**src/cmr_pkg.sv**
```systemverilog
// Purpose: Constants and types for the channel map register slice.
// Assumes: APB with 32-bit data; one register per aligned word.
// Notes:   Offsets are register indices; byte address is four times the index.
package cmr_pkg;

  localparam int unsigned NUM_CH    = 4;
  localparam int unsigned NUM_SETUP = 4;

  // Register indices; byte address is four times the index.
  localparam logic [7:0]  IDX_MAP0   = 8'h10;
  localparam logic [7:0]  IDX_MAP1   = 8'h11;
  localparam logic [7:0]  IDX_MAP2   = 8'h12;
  localparam logic [7:0]  IDX_MAP3   = 8'h13;
  localparam logic [7:0]  IDX_SETUP0 = 8'h20;
  localparam logic [7:0]  IDX_STATUS = 8'h30;

  // Field positions.
  localparam int unsigned EN_BIT    = 15;
  localparam int unsigned RSV_BIT   = 14;
  localparam int unsigned SETUP_LSB = 12;
  localparam int unsigned POS_LSB   = 5;
  localparam int unsigned NEG_LSB   = 0;

  // Writable bits: enable, setup select, positive and negative selectors.
  localparam logic [15:0] MAP_WMASK   = 16'hb3ff;
  localparam logic [15:0] MAP0_RESET  = 16'h8001;
  localparam logic [15:0] MAPN_RESET  = 16'h0001;
  localparam logic [31:0] SETUP_RESET = 32'h0000_0000;

  // Analog input codes.
  localparam logic [4:0] SEL_ANALOG_INPUT_0 = 5'h00;
  localparam logic [4:0] SEL_ANALOG_INPUT_1 = 5'h01;
  localparam logic [4:0] SEL_ANALOG_INPUT_2 = 5'h02;
  localparam logic [4:0] SEL_ANALOG_INPUT_3 = 5'h03;
  localparam logic [4:0] SEL_ANALOG_INPUT_4 = 5'h04;
  localparam logic [4:0] SEL_REFP = 5'h15;
  localparam logic [4:0] SEL_REFN = 5'h16;

  // Conversion time per channel, in clock cycles.
  localparam int unsigned CONV_NS     = 20000;
  localparam int unsigned CLK_NS      = 100;
  localparam logic [7:0]  CONV_CYCLES = 8'((CONV_NS + CLK_NS - 1) / CLK_NS);

  typedef enum logic [1:0] {
    SEQ_IDLE = 2'b00,
    SEQ_PICK = 2'b01,
    SEQ_CONV = 2'b10
  } cmr_seq_e;

endpackage : cmr_pkg

```
**src/cmr_sel_if.sv**
```systemverilog
// Purpose: Carries the active channel's routing from sequencer to selector.
// Assumes: One clock domain.
// Notes:   Setup registers are read out as an unpacked array.
`timescale 1ns/1ps
interface cmr_sel_if;
  logic [1:0]  setup_sel;
  logic [4:0]  pos_code;
  logic [4:0]  neg_code;
  logic [31:0] setups [cmr_pkg::NUM_SETUP];
  logic [7:0]  pos_onehot;
  logic [7:0]  neg_onehot;
  logic [31:0] setup_word;
  logic        code_bad;
  modport seq (output setup_sel, pos_code, neg_code, setups,
               input pos_onehot, neg_onehot, setup_word, code_bad);
  modport sel (input setup_sel, pos_code, neg_code, setups,
               output pos_onehot, neg_onehot, setup_word, code_bad);
endinterface : cmr_sel_if

```
**src/cmr_top.sv**
```systemverilog
// Purpose: Channel map registers, setup registers and a channel sequencer on APB.
// Assumes: Synchronous active-high reset; 10 MHz clock.
// Notes:   Outputs are registered; conversion timing is a fixed count.
`timescale 1ns/1ps

module cmr_top (
  // Clock and reset.
  input  wire logic        clk,
  input  wire logic        rst,
  // APB slave.
  input  wire logic        psel,
  input  wire logic        penable,
  input  wire logic        pwrite,
  input  wire logic [11:0] paddr,
  input  wire logic [31:0] pwdata,
  output logic             pready,
  output logic [31:0]      prdata,
  output logic             pslverr,
  // Converter routing.
  output logic [7:0]       pos_route,
  output logic [7:0]       neg_route,
  output logic [31:0]      setup_cfg,
  output logic [31:0]      filter_cfg,
  output logic [31:0]      offset_val,
  output logic [31:0]      gain_val,
  output logic [1:0]       active_ch,
  output logic             conv_busy
);

  typedef struct packed {
    logic [15:0]          map0;
    logic [15:0]          map1;
    logic [15:0]          map2;
    logic [15:0]          map3;
    logic [3:0][3:0][31:0] setup;
    cmr_pkg::cmr_seq_e    seq;
    logic [1:0]           ch;
    logic [7:0]           cnt;
    logic                 ready;
    logic [31:0]          rdata;
    logic                 err;
    logic [7:0]           pos;
    logic [7:0]           neg;
    logic [1:0]           sel;
    logic                 busy;
    logic [3:0][31:0]     hold;
  } cmr_state_s;

  cmr_state_s q;
  cmr_state_s d;
  logic [15:0] maps [cmr_pkg::NUM_CH];
  logic [3:0]  en;
  logic [9:0]  widx;
  logic        hit;
  logic [1:0]  nxt;
  logic        found;

  cmr_sel_if link ();

  cmr_route u_route (
    .sel (link)
  );

  assign maps[0] = q.map0;
  assign maps[1] = q.map1;
  assign maps[2] = q.map2;
  assign maps[3] = q.map3;
  assign en      = {q.map3[cmr_pkg::EN_BIT], q.map2[cmr_pkg::EN_BIT],
                    q.map1[cmr_pkg::EN_BIT], q.map0[cmr_pkg::EN_BIT]};
  assign widx    = paddr[11:2];

  // Active channel fields feed the route decoder.
  always_comb begin
    link.pos_code  = maps[q.ch][cmr_pkg::POS_LSB +: 5];
    link.neg_code  = maps[q.ch][cmr_pkg::NEG_LSB +: 5];
    link.setup_sel = maps[q.ch][cmr_pkg::SETUP_LSB +: 2];
    for (int i = 0; i < 4; i++) begin
      link.setups[i] = q.setup[i][0];
    end
  end

  // Next enabled channel after the current one, wrapping round.
  always_comb begin
    nxt   = q.ch;
    found = 1'b0;
    for (int k = 1; k <= 4; k++) begin
      if (!found && en[2'(q.ch + 2'(k))]) begin
        nxt   = 2'(q.ch + 2'(k));
        found = 1'b1;
      end
    end
  end

  always_comb begin
    d       = q;
    d.ready = 1'b0;
    d.err   = 1'b0;
    hit     = 1'b0;
    // APB access phase answered in one cycle.
    if (psel && penable && !q.ready) begin
      d.ready = 1'b1;
      d.rdata = 32'h0000_0000;
      case (widx[7:0])
        cmr_pkg::IDX_MAP0: begin
          hit = 1'b1;
          d.rdata = {16'h0000, q.map0};
          if (pwrite) d.map0 = pwdata[15:0] & cmr_pkg::MAP_WMASK;
        end
        cmr_pkg::IDX_MAP1: begin
          hit = 1'b1;
          d.rdata = {16'h0000, q.map1};
          if (pwrite) d.map1 = pwdata[15:0] & cmr_pkg::MAP_WMASK;
        end
        cmr_pkg::IDX_MAP2: begin
          hit = 1'b1;
          d.rdata = {16'h0000, q.map2};
          if (pwrite) d.map2 = pwdata[15:0] & cmr_pkg::MAP_WMASK;
        end
        cmr_pkg::IDX_MAP3: begin
          hit = 1'b1;
          d.rdata = {16'h0000, q.map3};
          if (pwrite) d.map3 = pwdata[15:0] & cmr_pkg::MAP_WMASK;
        end
        cmr_pkg::IDX_STATUS: begin
          hit = 1'b1;
          d.rdata = {24'h000000, q.busy, 1'b0, q.ch, en};
        end
        default: begin
          if (widx[7:4] == cmr_pkg::IDX_SETUP0[7:4]) begin
            hit = 1'b1;
            d.rdata = q.setup[widx[3:2]][widx[1:0]];
            if (pwrite) d.setup[widx[3:2]][widx[1:0]] = pwdata;
          end
        end
      endcase
      if (widx[9:8] != 2'b00) hit = 1'b0;
      if (!hit) begin
        d.err   = 1'b1;
        d.rdata = 32'h0000_0000;
      end
    end
    // Channel sequencer.
    case (q.seq)
      cmr_pkg::SEQ_IDLE: begin
        d.busy = 1'b0;
        if (en != 4'h0) d.seq = cmr_pkg::SEQ_PICK;
      end
      cmr_pkg::SEQ_PICK: begin
        if (en == 4'h0) begin
          d.seq = cmr_pkg::SEQ_IDLE;
        end else if (!en[q.ch]) begin
          d.ch = nxt;
        end else begin
          d.pos  = link.pos_onehot;
          d.neg  = link.neg_onehot;
          d.sel  = link.setup_sel;
          d.hold = q.setup[link.setup_sel];
          d.busy = !link.code_bad;
          d.cnt  = cmr_pkg::CONV_CYCLES;
          d.seq  = cmr_pkg::SEQ_CONV;
        end
      end
      cmr_pkg::SEQ_CONV: begin
        if (q.cnt > 8'h01) begin
          d.cnt = q.cnt - 8'h01;
        end else begin
          d.busy = 1'b0;
          d.ch   = nxt;
          d.seq  = cmr_pkg::SEQ_PICK;
        end
      end
      default: d.seq = cmr_pkg::SEQ_IDLE;
    endcase
  end

  always_ff @(posedge clk) begin
    if (rst) begin
      q       <= '0;
      q.map0  <= cmr_pkg::MAP0_RESET;
      q.map1  <= cmr_pkg::MAPN_RESET;
      q.map2  <= cmr_pkg::MAPN_RESET;
      q.map3  <= cmr_pkg::MAPN_RESET;
      q.seq   <= cmr_pkg::SEQ_IDLE;
    end else begin
      q <= d;
    end
  end

  assign pready     = q.ready;
  assign prdata     = q.rdata;
  assign pslverr    = q.err;
  assign pos_route  = q.pos;
  assign neg_route  = q.neg;
  assign active_ch  = q.ch;
  assign conv_busy  = q.busy;
  assign setup_cfg  = q.hold[0];
  assign filter_cfg = q.hold[1];
  assign offset_val = q.hold[2];
  assign gain_val   = q.hold[3];

endmodule // cmr_top

```
**src/cmr_route.sv**
```systemverilog
// Purpose: Decodes input selector codes and picks the setup word.
// Assumes: Purely combinational.
// Notes:   Bits 0..6 are inputs 0..4, reference plus, reference minus.
`timescale 1ns/1ps
module cmr_route (
  // Routing link.
  cmr_sel_if.sel sel
);

  function automatic logic [7:0] decode(input logic [4:0] code);
    logic [7:0] r;
    r = 8'h00;
    case (code)
      cmr_pkg::SEL_ANALOG_INPUT_0: r = 8'h01;
      cmr_pkg::SEL_ANALOG_INPUT_1: r = 8'h02;
      cmr_pkg::SEL_ANALOG_INPUT_2: r = 8'h04;
      cmr_pkg::SEL_ANALOG_INPUT_3: r = 8'h08;
      cmr_pkg::SEL_ANALOG_INPUT_4: r = 8'h10;
      cmr_pkg::SEL_REFP: r = 8'h20;
      cmr_pkg::SEL_REFN: r = 8'h40;
      default:           r = 8'h00;
    endcase
    return r;
  endfunction

  always_comb begin
    sel.pos_onehot = decode(sel.pos_code);
    sel.neg_onehot = decode(sel.neg_code);
    sel.setup_word = sel.setups[sel.setup_sel];
    sel.code_bad   = (sel.pos_onehot == 8'h00) || (sel.neg_onehot == 8'h00);
  end

endmodule // cmr_route

```
**config.mk**
```make
export PLATFORM = sky130hd
export DESIGN_NAME = cmr_top
export DESIGN_NICKNAME = d
export VERILOG_FILES = /design/src/cmr_pkg.sv /design/src/cmr_sel_if.sv /design/src/cmr_top.sv /design/src/cmr_route.sv
export SDC_FILE = /design/constraint.sdc
export NUM_CORES = 2
export LEC_CHECK = 0
export BUFFER_PORTS_ARGS = -buffer_cell sky130_fd_sc_hd__buf_2
export CAP_MARGIN = 40
export CORE_ASPECT_RATIO = 0.9
export CORE_MARGIN = 1
export CORE_UTILIZATION = 28
export CTS_BUF_LIST = sky130_fd_sc_hd__clkbuf_16
export DETAILED_ROUTE_END_ITERATION = 10
export GPL_ROUTABILITY_DRIVEN = 1
export SKIP_CTS_REPAIR_TIMING = 1
export SLEW_MARGIN = 20
export SYNTH_ARGS = -nofsm -noshare
export SYNTH_HDL_FRONTEND = slang
export SYNTH_SLANG_ARGS = --single-unit
```
**constraint.sdc**
```tcl
create_clock -name clk -period 2.9 [get_ports clk]
set_input_delay 0 -clock clk [delete_from_list [all_inputs] [get_ports clk]]
set_output_delay 0 -clock clk [all_outputs]
set_load 0.02 [all_outputs]
```
; ---- Word-level counts from Yosys, hierarchy flattened
; Index checks and enable logic that the tools add are counted.
[totals]
elab_cells = 167
regBits = 753
out_inout_bits = 181
in_bits = 49
[classes]
n_reduce_logical = 35
n_addsub = 4
order_cmp = 11
eq_ne = 27
n_bitwise = 4
mux = 53
[ops]
columns = op, n
row1 = binary-select mux 128 bit (select 2 bit), 2
row2 = bitwise mux 512 bit, 1
row3 = 2-to-1 mux 128 bit, 3
row4 = 2-to-1 mux 129 bit, 2
row5 = demux 128 bit (select 2 bit), 1
row6 = case mux 32 bit (5 select lines), 1
row7 = case mux 7 bit (7 select lines), 2
row8 = 2-to-1 mux 32 bit, 3
row9 = binary-select mux 32 bit (select 2 bit), 1
row10 = demux 32 bit (select 2 bit), 1
row11 = 2-to-1 mux 34 bit, 1
row12 = 2-to-1 mux 33 bit, 1
row13 = binary-select mux 16 bit (select 2 bit), 1
row14 = == test 8 x 5 -> 1 bit (second input constant), 4
row15 = 2-to-1 mux 14 bit, 2
row16 = less-than comparator 2 x 3 -> 1 bit (second input constant), 7
row17 = == test 5 x 2 -> 1 bit (second input constant), 4
row18 = == test 5 bit (second input constant), 4
row19 = case mux 10 bit (2 select lines), 1
row20 = AND reduction 3 bit, 6
row21 = zero test 8 bit, 2
row22 = 2-to-1 mux 2 bit, 8
row23 = 2-to-1 mux 8 bit, 2
row24 = AND reduction 4 bit, 4
row25 = 33 further kinds, 70

; ---- Longest topological paths before layout
[logic_depth]
depth_word = 16
depth_mapped = 8
ltp_nobuf = 7

; ---- Hierarchy
; Synthesis repeated with hierarchy kept, for this count alone.
[hier_totals]
hier_cells = 4330
hier_area_um2 = 36706.5
[by_module_without_submodules]
columns = mod, area_per_inst_um2, cells_each, seq_area_each_um2, n_inst
row1 = cmr_top, 35678.0, 4252, 15114.5, 1
row2 = cmr_route, 1028.5, 78, 0.0, 1

; ---- Worst setup path before layout
; No wires, ideal clock.
[synth_path]
path_kind = reg-to-reg
from = register q (netlist bit active_ch[0])
to = register q (netlist bit setup_cfg[15])
required_time_ns = 2.768
path_stages_with_launch = 8
slack_ns = 0.902
setup_ns = 0.132
path_buffers = 3
arrival_time_ns = 1.866
period_less_slack_ns = 1.998
path_cell_list = dfxtp_1 -> buf_6 -> mux4_2 -> buf_6 -> buf_6 -> mux4_2 -> nand2_1 -> a21oi_1
[synth_via]
elab_chain_cells = 6
elab_cells_between_ends = 9
classes_between = mux (7) / bitwise (1) / reduce/logical (1)
[synth_rtl]
columns = item, line_no
row1 = "start, declared", cmr_top.sv:49  ; cmr_state_s q;
row2 = NOT 2 -> 3 bit (implied by the code), cmr_top.sv:76  ; link.setup_sel = maps[q.ch][cmr_pkg::SETUP_LSB +: 2];
row3 = binary-select mux 16 bit (select 2 bit), cmr_top.sv:76
row4 = 2-to-1 mux 14 bit (implied by the code) (2 in a row), cmr_top.sv:76
row5 = binary-select mux 128 bit (select 2 bit), cmr_top.sv:157  ; d.hold = q.setup[link.setup_sel];
row6 = 2-to-1 mux 128 bit (implied by the code), cmr_top.sv:157
; Several ways; a longest one is shown, not always the timed one. The select of a mux whose other input is x is not followed.
; A chain may end at the register's enable or synchronous reset.

; ---- Worst setup path in the final report
[layout_path]
from = register q (netlist bit active_ch[0])
to = register q (netlist bit offset_val[17])
; The elaborated chain is that of the path after synthesis.

==> results.py <==
metrics = {
    "yosys": {
        "yosysTopAreaCellShare_pct": 42.0,
        "synth_seq_cells": 753,
        "synthCells": 4020,
        "yosysTopAreaCell": "dfxtp_1",
        "async_reset_ff_share_pct": 0,
        "synth_area_per_cell_sq_um": 8.92,
        "netlist_area_sq_um": 35900,
        "synth_edf_count": 0,
        "synth_ff_type": "dfxtp_1",
        "synth_cell_types": 57,
        "synth_area_leaders": "dfxtp_1 42%, mux4_2 20%, nand2_1 14%, a21oi_1 9.8%, buf_4 3.9%",
        "ys_warn_count": 0,
        "ys_seq_area_share_pct": 42.0,
    },
    "detailed_routing": {
        "wl_per_cell_um": 21.4,
        "ant_nets": 0,
        "drt-initial-drc-count": 3340,
        "dr_total_vias": 29300,
        "drc_errors": 0,
        "wl_mm": 121,
        "first_pass_iters": 7,
        "viasPerCell": 5.16,
    },
    "final_layout": {
        "stdcell_area_sq_um": 40200,
        "final_nets": 3963,
        "final_layout_size_suffix_gt1_share_pct": 19.9,
        "area_growth_pct": 12.0,
        "stdcell_count": 5671,
    },
    "setup_path": {
        "r2r-end": "offset_val[17]",
        "ff2ff_path_depth": 5,
        "critPathMaxStageDelay_ns": 0.99,
        "timing.rr.start": "active_ch[0]",
        "critPathBufInv": 1,
        "crit_path_start_kind": "register",
        "required_ns": 3.39,
        "worstPathMaxFanout": 23,
        "crit_arrival_ns": 3.04,
        "end_kind": "register",
        "cp_slowest_cell": "mux4_4",
        "path_cells": "mux4_4, buf_12, mux4_2, nand2_1, a21oi_1",
        "r2r_slack_ns": 0.35,
        "crit_family": "multiplexers",
        "crit_type": "reg -> reg",
    },
    "worst_hold_path": {
        "holdPathEnd": "prdata[31]",
        "worstHoldStart": "paddr[6]",
        "min-delay-path-class": "in -> reg",
        "worstHoldPathCells": 4,
    },
    "global_routing": {
        "met2_usage_pct": 27.2,
        "met3_usage_pct": 4.75,
        "busiest_layer": "met2",
        "grt_pass1_vias": 26800,
        "grt_pass1_wl_mm": 179,
        "antenna_found_initial": 16,
        "grtUsageTotal_pct": 18.2,
        "met1_usage_pct": 25.6,
        "grt_overflow": 0,
        "grt_max_degree": 150,
    },
    "sta": {
        "setup_tns_ns": 0,
        "setup_violations": 0,
        "period_share_pct": 88.0,
        "post-route-min-period_ns": 2.55,
        "drv_slew": 0,
        "skew_ns": 0.0352,
        "worst_slew_pin_slew_ns": 0.760,
        "rsz0062_at_grt": "false",
        "hold_violations": 0,
        "worst_hold_slack_ns": 0.00442,
        "slew_headroom_pct": 49.4,
        "fmax_mhz": 392,
    },
    "die": {
        "die_area_sq_um": 129000,
        "ioPinCount": 230,
        "die_x_um": 379,
        "fp.dieH_um": 341,
        "row_count": 124,
        "start_util_pct": 28.2,
        "core_sq_um": 127000,
    },
    "pwr": {
        "power.density_nw_per_um2": 558,
        "vdd_drop_max_mv": 0.386,
        "power.leakage_nw": 13.2,
    },
    "placement": {
        "gp_congestion": 0.834,
        "dp_cells": 5498,
        "dpl_cell_area_sq_um": 37400,
        "place_hpwl_mm": 81.1,
        "port_buffers": 225,
    },
    "clock_network": {
        "cts.clk_slew.worst_paths_ns": 0.07,
        "insertion_delay_ns": 0.65,
        "numCtsBuffers": 74,
        "htreeDepth": 3,
        "clockBufferDepth": 3,
        "cts_root_buf": "clkbuf_16",
        "cts.sinks": 753,
        "cts_tree": "yes",
    },
    "job": {
        "cap_violations": 0,
    },
    "status": {
        "status": "complete, no violations",
    },
}
[cells in the final DEF, fill, tap and decap left out, types with 8 or more instances in the layout]
master	n
buf_2	222
nor2_2	19
buf_12	33
buf_4	81
nor3_1	13
clkbuf_16	79
nand2_1	1355
nand4_1	25
nor2_1	43
o21ai_0	66
dfxtp_1	753
dlygate4sd3_1	33
clkinv_1	14
inv_1	29
a21oi_1	703
a22oi_1	18
mux2i_1	13
mux4_2	312
nor4_1	8
nand3_1	20
clkinv_2	9
[logic make-up after synthesis]
group | count (synthesis) | synth area share, %
other cells | 1 | 0.0105
xor+xnor | 7 | 0.171
mux | 330 | 20.2
compound gates | 823 | 12.0
flops | 753 | 42.0
fa+ha+maj | 7 | 0.244
simple gates | 1524 | 16.7
buf+inv | 575 | 8.65
[power breakdown]
part	internal (mW)	switching [mW]	leakage [nW]
registers	10.4	0.0675	6.06
logic	0.587	1.57	5.87
clock network	5.53	4.26	1.24
[final cells by class]
class	count	area [sq um]
fillers	13100	86900
multi-input cells	2693	17800
flip-flops and latches	753	15100
repair buffers	372	2750
well taps	1701	2130
clock buffers	79	1980
clock inverters	53	422
inverters	13	48.8
diodes	7	17.5
[worst max path at each step]
stage	cells after the start	startpoint	endpoint
after CTS	5	active_ch[0]	setup_cfg[16]
after detailed placement	5	active_ch[0]	setup_cfg[16]
after global routing	5	active_ch[0]	setup_cfg[21]
after floorplan	7	active_ch[0]	setup_cfg[15]
after global placement	5	active_ch[0]	offset_val[17]
final	5	active_ch[0]	offset_val[17]
[worst register-to-register path: stages (launching register included)]
cell and delay, ns:
dfxtp_1 0.40, mux4_4 1.00, buf_12 0.36, mux4_2 0.46, nand2_1 0.14, a21oi_1 0.08
[per-stage QoR]
stage / setup slack, ns / util (%) / power, mW
2_1_floorplan: 0.902 / - / 12.1
3_3_place_gp: 0.315 / 29.4 / 12.8
3_5_place_dp: 0.335 / 29.4 / 12.8
4_1_cts: 0.319 / 31.3 / 22.5
5_1_grt: 0.218 / 31.6 / 23.2
6_report: 0.347 / 31.6 / 22.4
[sequential cells by signal, indices dropped and copies added, names as in the netlist, 2 cells and up]
name / cells
maps: 48
q: 394
setup_cfg: 32
prdata: 32
pos_route: 7
en: 4
link.setups: 128
neg_route: 7
gain_val: 32
active_ch: 2
filter_cfg: 32
offset_val: 32
[cells in the mapped netlist (9+ instances only)]
| cell | instances |
|---|---|
| nand2_1 | 1356 |
| dfxtp_1 | 753 |
| a21oi_1 | 703 |
| mux4_2 | 314 |
| clkbuf_1 | 237 |
| buf_4 | 184 |
| buf_2 | 105 |
| o21ai_0 | 66 |
| nor2_1 | 61 |
| nand4_1 | 25 |
| buf_1 | 20 |
| nand3_1 | 20 |
| a22oi_1 | 18 |
| buf_6 | 16 |
| mux2i_1 | 13 |
| nor3_1 | 13 |
| inv_1 | 12 |
| nor4_1 | 9 |
[routing by layer]
metal	wire length (um)	vias up
li1	-	13400
met1	53200	14500
met2	54300	1212
met3	11400	147
met4	2570	12
met5	73	-
No activity file was read; power rests on OpenSTA's default activity.
